[config.mk]
export PLATFORM = sky130hd
export DESIGN_NAME = fan_pwm_tach_control
export DESIGN_NICKNAME = d
export VERILOG_FILES = /design/src/pkg/fan_pkg.sv /design/src/hdl/fan_pwm_tach_control.sv /design/src/hdl/tick_divider.sv
export SDC_FILE = /design/constraint.sdc
export NUM_CORES = 1
export LEC_CHECK = 0
export BUFFER_PORTS_ARGS = -buffer_cell sky130_fd_sc_hd__buf_2
export CELL_PAD_IN_SITES_DETAIL_PLACEMENT = 0
export CELL_PAD_IN_SITES_GLOBAL_PLACEMENT = 1
export CORE_ASPECT_RATIO = 1.1
export CORE_MARGIN = 10
export CORE_UTILIZATION = 55
export CTS_BUF_LIST = sky130_fd_sc_hd__clkbuf_8
export DETAILED_ROUTE_END_ITERATION = 7
export GPL_TIMING_DRIVEN = 0
export HOLD_SLACK_MARGIN = 0.15
export PLACE_DENSITY_LB_ADDON = 0.1
export REMOVE_ABC_BUFFERS = 1
export SETUP_SLACK_MARGIN = 0.5
export SLEW_MARGIN = 40
export SYNTH_ARGS = -nofsm -noshare
export SYNTH_HDL_FRONTEND = slang
export SYNTH_SLANG_ARGS = --single-unit
export TNS_END_PERCENT = 1
[constraint.sdc]
create_clock -name clk -period 8.7 [get_ports clk]
set_clock_uncertainty 0.15 [all_clocks]
set_input_delay 0.87 -clock clk [delete_from_list [all_inputs] [get_ports clk]]
set_output_delay 0.87 -clock clk [all_outputs]
set_load 0.03 [all_outputs]
[src/pkg/fan_pkg.sv]
// Package for the fan PWM and tachometer block: register map, field
// positions, reset values and clock rate constants.
// Assumes a single 50 MHz system clock drives all of the logic.
package fan_pkg;

    // Register offsets.
    localparam logic [7:0] TACH_LOW_ADDR   = 8'h46;
    localparam logic [7:0] TACH_HIGH_ADDR  = 8'h47;
    localparam logic [7:0] FAN_CFG_ADDR    = 8'h4A;
    localparam logic [7:0] SPINUP_ADDR     = 8'h4B;
    localparam logic [7:0] DUTY_ADDR       = 8'h4C;
    localparam logic [7:0] FREQ_ADDR       = 8'h4D;
    localparam logic [7:0] LUT_FIRST_ADDR  = 8'h50;
    localparam logic [7:0] LUT_LAST_ADDR   = 8'h5F;

    // Fan configuration field positions.
    localparam int CFG_CLK_SEL_BIT  = 3;
    localparam int CFG_POLARITY_BIT = 4;
    localparam int CFG_DIRECT_BIT   = 5;

    // Writable masks; reserved bits read back as zero.
    localparam logic [7:0] FAN_CFG_MASK   = 8'h3B;
    localparam logic [7:0] SPINUP_MASK    = 8'h3F;
    localparam logic [7:0] DUTY_MASK      = 8'h3F;
    localparam logic [7:0] FREQ_MASK      = 8'h1F;
    localparam logic [7:0] LUT_PWM_MASK   = 8'h3F;

    // Values after reset.
    localparam logic [7:0] FAN_CFG_RESET  = 8'h20;
    localparam logic [7:0] SPINUP_RESET   = 8'h00;
    localparam logic [7:0] DUTY_RESET     = 8'h00;
    localparam logic [7:0] FREQ_RESET     = 8'h01;
    localparam logic [7:0] LUT_RESET      = 8'h00;
    localparam logic [7:0] RDATA_RESET    = 8'h00;

    localparam int LUT_STEPS = 8;

    // Clock rates in Hz and the cycle counts derived from them.
    localparam int CLK_HZ       = 50_000_000;
    localparam int PWM_FAST_HZ  = 360_000;
    localparam int PWM_SLOW_HZ  = 1_400;
    localparam int TACH_HZ      = 90_000;
    localparam int PWM_FAST_DIV = CLK_HZ / PWM_FAST_HZ;
    localparam int PWM_SLOW_DIV = CLK_HZ / PWM_SLOW_HZ;
    localparam int TACH_DIV     = CLK_HZ / TACH_HZ;

    // One register access from the host side.
    typedef struct packed {
        logic       wr;
        logic       rd;
        logic [7:0] addr;
        logic [7:0] wdata;
    } reg_req_t;

endpackage

[src/hdl/fan_pwm_tach_control.sv]
// Fan PWM generator with lookup-table duty and tachometer period counter.
// Assumes a 50 MHz clock, synchronous inputs and a simple register port.
//
// Function
// - Five-bit frequency; full scale is twice it.
// - PWM rate is base clock over twice setting.
// - High time is value over full scale.
// - Config bit picks 1.4 kHz or 360 kHz.
// - Count 90 kHz ticks over two tach periods.
// - Tach count is low plus 256 times high.
// - Eight temperature and PWM pairs form table.
`timescale 1ns/1ps
module fan_pwm_tach_control
    import fan_pkg::*;
#(
    parameter int SLOW_DIV = PWM_SLOW_DIV
) (
    input  wire logic       clk,
    input  wire logic       resetn,
    input  wire reg_req_t   reg_req,
    output logic [7:0]      reg_rdata_q,
    input  wire logic [7:0] remote_temp,
    input  wire logic       tach_in,
    output logic            fan_pwm_q
);
    // Configuration storage.
    logic [7:0] fan_cfg_q;
    logic [7:0] spinup_q;
    logic [7:0] duty_q;
    logic [7:0] freq_q;
    logic [7:0] lut_temp_q [LUT_STEPS];
    logic [7:0] lut_pwm_q  [LUT_STEPS];

    // PWM and tach state.
    logic [5:0]  pwm_cnt_q;
    logic [15:0] tach_run_q;
    logic [15:0] tach_count_q;
    logic        tach_prev_q;
    logic        tach_seen_q;
    logic        tach_half_q;

    // Divided ticks.
    logic fast_tick;
    logic slow_tick;
    logic tach_tick;

    tick_divider #(.DIV(PWM_FAST_DIV)) u_fast_div (
        .clk    (clk),
        .resetn (resetn),
        .tick_q (fast_tick)
    );

    tick_divider #(.DIV(SLOW_DIV)) u_slow_div (
        .clk    (clk),
        .resetn (resetn),
        .tick_q (slow_tick)
    );

    tick_divider #(.DIV(TACH_DIV)) u_tach_div (
        .clk    (clk),
        .resetn (resetn),
        .tick_q (tach_tick)
    );

    // Address decode for the register port.
    wire       is_lut    = (reg_req.addr >= LUT_FIRST_ADDR) && (reg_req.addr <= LUT_LAST_ADDR);
    wire [2:0] lut_idx   = reg_req.addr[3:1];
    wire       lut_odd   = reg_req.addr[0];
    wire       wr_cfg    = reg_req.wr && (reg_req.addr == FAN_CFG_ADDR);
    wire       wr_spin   = reg_req.wr && (reg_req.addr == SPINUP_ADDR);
    wire       wr_duty   = reg_req.wr && (reg_req.addr == DUTY_ADDR);
    wire       wr_freq   = reg_req.wr && (reg_req.addr == FREQ_ADDR);
    wire       wr_lut    = reg_req.wr && is_lut;

    // Read selection; unmapped addresses read as zero.
    wire [7:0] lut_rd    = lut_odd ? lut_pwm_q[lut_idx] : lut_temp_q[lut_idx];
    wire [7:0] rd_mux    = (reg_req.addr == TACH_LOW_ADDR)  ? tach_count_q[7:0]  :
                           (reg_req.addr == TACH_HIGH_ADDR) ? tach_count_q[15:8] :
                           (reg_req.addr == FAN_CFG_ADDR)   ? fan_cfg_q          :
                           (reg_req.addr == SPINUP_ADDR)    ? spinup_q           :
                           (reg_req.addr == DUTY_ADDR)      ? duty_q             :
                           (reg_req.addr == FREQ_ADDR)      ? freq_q             :
                           is_lut                           ? lut_rd             : 8'h00;

    // Zero setting is treated as one so the period never collapses.
    wire [4:0] eff_freq  = (freq_q[4:0] == 5'h0) ? 5'h1 : freq_q[4:0];
    wire [5:0] eff_full  = {eff_freq, 1'b0};
    wire       clk_slow  = fan_cfg_q[CFG_CLK_SEL_BIT];
    wire       pwm_tick  = clk_slow ? slow_tick : fast_tick;
    wire       pwm_wrap  = (pwm_cnt_q >= eff_full - 6'd1);
    wire       direct    = fan_cfg_q[CFG_DIRECT_BIT];

    // Highest table entry whose temperature is not above the reading.
    logic [5:0] lut_duty;
    always_comb begin
        lut_duty = 6'h00;
        for (int i = 0; i < LUT_STEPS; i++) begin
            if (lut_temp_q[i] <= remote_temp) begin
                lut_duty = lut_pwm_q[i][5:0];
            end
        end
    end

    wire [5:0] duty_sel  = direct ? duty_q[5:0] : lut_duty;
    // Full-scale duty stays high even while a lowered setting waits to wrap.
    wire       full_on   = (duty_sel >= eff_full);
    wire       high_d    = full_on || (pwm_cnt_q < duty_sel);
    wire       tach_rise = tach_in && !tach_prev_q;
    wire       tach_end  = tach_rise && (tach_half_q || !tach_seen_q);
    wire       tach_sat  = (tach_run_q == 16'hFFFF);

    // Register writes; only the documented bits are stored.
    always_ff @(posedge clk) begin
        if (!resetn) begin
            fan_cfg_q <= FAN_CFG_RESET;
            spinup_q  <= SPINUP_RESET;
            duty_q    <= DUTY_RESET;
            freq_q    <= FREQ_RESET;
        end else begin
            if (wr_cfg)  fan_cfg_q <= reg_req.wdata & FAN_CFG_MASK;
            if (wr_spin) spinup_q  <= reg_req.wdata & SPINUP_MASK;
            if (wr_duty) duty_q    <= reg_req.wdata & DUTY_MASK;
            if (wr_freq) freq_q    <= reg_req.wdata & FREQ_MASK;
        end
    end

    // Lookup table storage, one temperature and one PWM value per step.
    always_ff @(posedge clk) begin
        if (!resetn) begin
            for (int i = 0; i < LUT_STEPS; i++) begin
                lut_temp_q[i] <= LUT_RESET;
                lut_pwm_q[i]  <= LUT_RESET;
            end
        end else if (wr_lut) begin
            if (lut_odd) lut_pwm_q[lut_idx]  <= reg_req.wdata & LUT_PWM_MASK;
            else         lut_temp_q[lut_idx] <= reg_req.wdata;
        end
    end

    // Read data is registered so the port sees a stable byte.
    always_ff @(posedge clk) begin
        if (!resetn) begin
            reg_rdata_q <= RDATA_RESET;
        end else if (reg_req.rd) begin
            reg_rdata_q <= rd_mux;
        end
    end

    // PWM counter steps on the selected base tick; wrap also catches a
    // frequency lowered mid-period, so the counter cannot run away.
    always_ff @(posedge clk) begin
        if (!resetn) begin
            pwm_cnt_q <= 6'h00;
            fan_pwm_q <= 1'b0;
        end else begin
            if (pwm_tick) pwm_cnt_q <= pwm_wrap ? 6'h00 : pwm_cnt_q + 6'd1;
            fan_pwm_q <= high_d ^ fan_cfg_q[CFG_POLARITY_BIT];
        end
    end

    // Tach count spans two tach periods, one turn of a two-pulse fan, so the
    // host speed formula holds; the first edge after reset only arms the count.
    always_ff @(posedge clk) begin
        if (!resetn) begin
            tach_prev_q  <= 1'b0;
            tach_seen_q  <= 1'b0;
            tach_half_q  <= 1'b0;
            tach_run_q   <= 16'h0000;
            tach_count_q <= 16'h0000;
        end else begin
            tach_prev_q <= tach_in;
            if (tach_rise) begin
                tach_seen_q <= 1'b1;
                tach_half_q <= tach_seen_q && !tach_half_q;
            end
            if (tach_end) begin
                if (tach_seen_q) tach_count_q <= tach_run_q;
                tach_run_q <= 16'h0000;
            end else if (tach_tick && !tach_sat) begin
                tach_run_q <= tach_run_q + 16'd1;
            end
        end
    end
endmodule

[src/hdl/tick_divider.sv]
// Divider that turns the system clock into a one-cycle enable pulse.
// Assumes a synchronous active-low reset in the system clock domain.
`timescale 1ns/1ps
module tick_divider #(
    parameter int DIV = 139
) (
    input  wire logic clk,
    input  wire logic resetn,
    output logic      tick_q
);
    localparam int CW = $clog2(DIV + 1);

    logic [CW-1:0] cnt_q;
    wire           last = (cnt_q == CW'(DIV - 1));

    // Count to DIV and pulse once per wrap.
    always_ff @(posedge clk) begin
        if (!resetn) begin
            cnt_q  <= '0;
            tick_q <= 1'b0;
        end else begin
            cnt_q  <= last ? '0 : cnt_q + 1'b1;
            tick_q <= last;
        end
    end
endmodule

==> flow_summary.yaml <==
yosys:
  synth_seq_area_share_pct: 44.87
  yosys.cell_count.top_type: "nor2_1"
  synth_seq_cells: 221
  synthTopCellsByCount: "nor2_1 (128), and2_1 (117), edfxtp_1 (112)"
  synth_area_leaders: "edfxtp_1 (27%), dfxtp_1 (18%), ha_1 (8.9%)"
  synth_top_area_cell: "edfxtp_1"
  synth-main-ff-cell: "edfxtp_1"
  netlist_area_um2: 12360
  yosysTopAreaCellShare_pct: 27.21
  synthCells: 1273
  async_flop_share_pct: 0
  syn_avg_cell_area_um2: 9.709
  synth_cell_type_count: 71
  synth-edff-count: 112
  yosysWarnings: 0
cts:
  insertion_delay_ps: 550
  cts-resized-gates: 0
  root_buffer: "clkbuf_8"
  clk_pin_slew_ps: 60
  cts.sinks: 221
  cts_tree: "yes"
  post-cts-setup-buffer-count: 0
  htreeDepth: 2
  cts_hold_buffers: 0
  clockBufferDepth: 3
  cts_made_buffers: 39
route:
  drc: 0
  drtAntennaViolNets: 0
  vias_per_cell: 5.938
  drt_pass1_iterations: 5
  vias: 9578
  drtIter0Drc: 818
  drt_wl_total_mm: 33.09
  wl_per_cell_um: 20.52
timing:
  fin_crit_ps: 5144
  setup_tns_ps: 0
  fin_crit_sh_pct: 59.12
  rsz0062_at_grt: "no"
  maxSlewHeadroom_pct: 41.50
  drv_slew: 0
  tightest_slew_ps: 871.6
  finalSetupViolCount: 0
  max_freq_mhz: 194.4
  hold_ws_ps: 302.3
  hold_viol_final: 0
  setup_ws_ps: 3556
placed_design:
  io_buffers: 37
  dp_hpwl_mm: 22.82
  place_ws_ps: 3030
  finalWeightedCongestion: 0.9072
floorplanning:
  dieArea_um2: 28870
  ios: 38
  die_height_um: 177.2
  placementRows: 57
  core_area_um2: 22110
  die_x_um: 162.9
  initial_core_util_pct: 55.90
worst_setup_path:
  crit_fanout: 12
  critPathKind: "primary input to flip-flop"
  required_ps: 9020
  arrival_ps: 5460
  startpoint_type: "primary input"
  crit_path_end_kind: "flip-flop"
finish:
  utilization_pct: 60.60
  syn_to_final_growth_pct: 8.402
  multi_input_area_um2: 6454
  nFillCells: 1951
  n_antenna_cell: 0
  drive_above_1_share_pct: 8.877
  nNetsFinal: 1408
  regArea_um2: 5545
run:
  maxCapViolCount: 0
grt:
  grt_usage_pct: 22.73
  grt_pass1_vias: 9282
  antenna_found_initial: 0
  overflow: 0
  grt_max_degree: 55
  grt_first_pass_wirelength_mm: 51.38
hold_path:
  min_path_type: "flip-flop to flip-flop"
power:
  leakage_nw: 5.188
  peakVddDrop_mv: 0.1140
  power_density_nw_per_um2: 169.7
outcome:
  status: "complete, no violations"
==> flip-flops by register name, summed over array words and instances (netlist names), 5 cells and up <==
name,flops
lut_temp_q,64
lut_pwm_q,48
tach_count_q,16
tach_run_q,16
u_slow_div.cnt_q,16
u_tach_div.cnt_q,10
reg_rdata_q,8
u_fast_div.cnt_q,8
duty_q,6
pwm_cnt_q,6
spinup_q,6
fan_cfg_q,5
freq_q,5
==> through the flow <==
stage,power [mW],area [um2],instances
after floorplan,1.314,12110,1212
after global placement,1.419,12660,1544
after detailed placement,1.426,12710,1545
after CTS,2.288,13400,1613
after global routing,2.368,13400,1613
final,2.274,13400,1613
==> logic make-up (layout without fill, tap and decap cells) <==
family / after synthesis / in the layout / share of synthesized area [%]
buffers and inverters: 97 / 142 / 3.118
adder cells (fa/ha/maj): 88 / 88 / 8.909
flip-flops: 221 / 221 / 44.87
AND/OR/NAND/NOR: 523 / 523 / 21.60
AO/OA/AOI/OAI: 233 / 233 / 11.93
XOR/XNOR: 44 / 44 / 3.118
multiplexers: 67 / 67 / 6.459
==> layer usage <==
metal  global-route usage, %  vias to the layer above  routed length (um)
li1                        -                     4625                   -
met1                   29.24                     4561               14270
met5                       0                        -                   0
met4                   9.248                        0                1126
met3                   3.537                       76                1987
met2                   37.43                      316               15710
==> critical path, stage by stage <==
cell and delay, ps:
buf_2 100, inv_1 340, ha_1 330, a211oi_1 230, o21bai_1 150, nor2b_1 160, a21oi_1 630, nor2_1 130
a221oi_1 330, o31ai_1 170, mux2_1 330, ha_1 290, nor2b_1 130, o21a_1 160, o21ai_1 110, nand2b_1 70
a221oi_1 280, a21bo_2 270, mux2i_1 190, mux2i_1 210
==> cell usage in the layout (no fill, tap or decap), types with 10 or more instances in the layout <==
master,count
nand3_1,45
a211oi_1,11
nand4_1,22
ha_1,88
nand2b_1,20
a221oi_1,11
mux2_2,10
and2_1,117
clkbuf_8,41
o21ai_0,33
o22ai_1,10
nor2_1,128
nor3_1,23
o21ai_1,25
dfxtp_1,109
xnor2_1,17
edfxtp_1,112
nor2b_1,20
and3_1,19
a21oi_1,71
xor2_1,27
buf_2,33
inv_1,46
mux2i_1,46
nand2_1,100
==> final cells by class <==
| class | count | share of cell area [%] |
|---|---|---|
| repair buffers | 38 | 1.513 |
| flip-flops and latches | 221 | 41.39 |
| well taps | 295 | 2.755 |
| multi-input cells | 955 | 48.17 |
| clock inverters | 27 | 0.9432 |
| inverters | 36 | 1.018 |
| clock buffers | 41 | 4.212 |
==> power breakdown <==
group | internal [mW] | switching [mW] | total [mW] | leakage, nW
logic | 0.0853 | 0.169 | 0.255 | 2.84
clock network | 0.438 | 0.427 | 0.865 | 0.400
registers | 1.13 | 0.0270 | 1.15 | 1.94
total | 1.65 | 0.624 | 2.27 | 5.19
==> path summary, 6_finish.rpt <==
check | from | to | slack, ps | depth (start not counted)
setup reg to reg | lut_temp_q[5][6] | fan_pwm_q | 3890 | 18
setup / recovery | remote_temp[5] | fan_pwm_q | 3560 | 20
hold reg to reg | tach_count_q[5] | tach_count_q[5] | 300 | 2
hold / removal | tach_count_q[5] | tach_count_q[5] | 300 | 2
No activity file was read; power rests on OpenSTA's default activity.
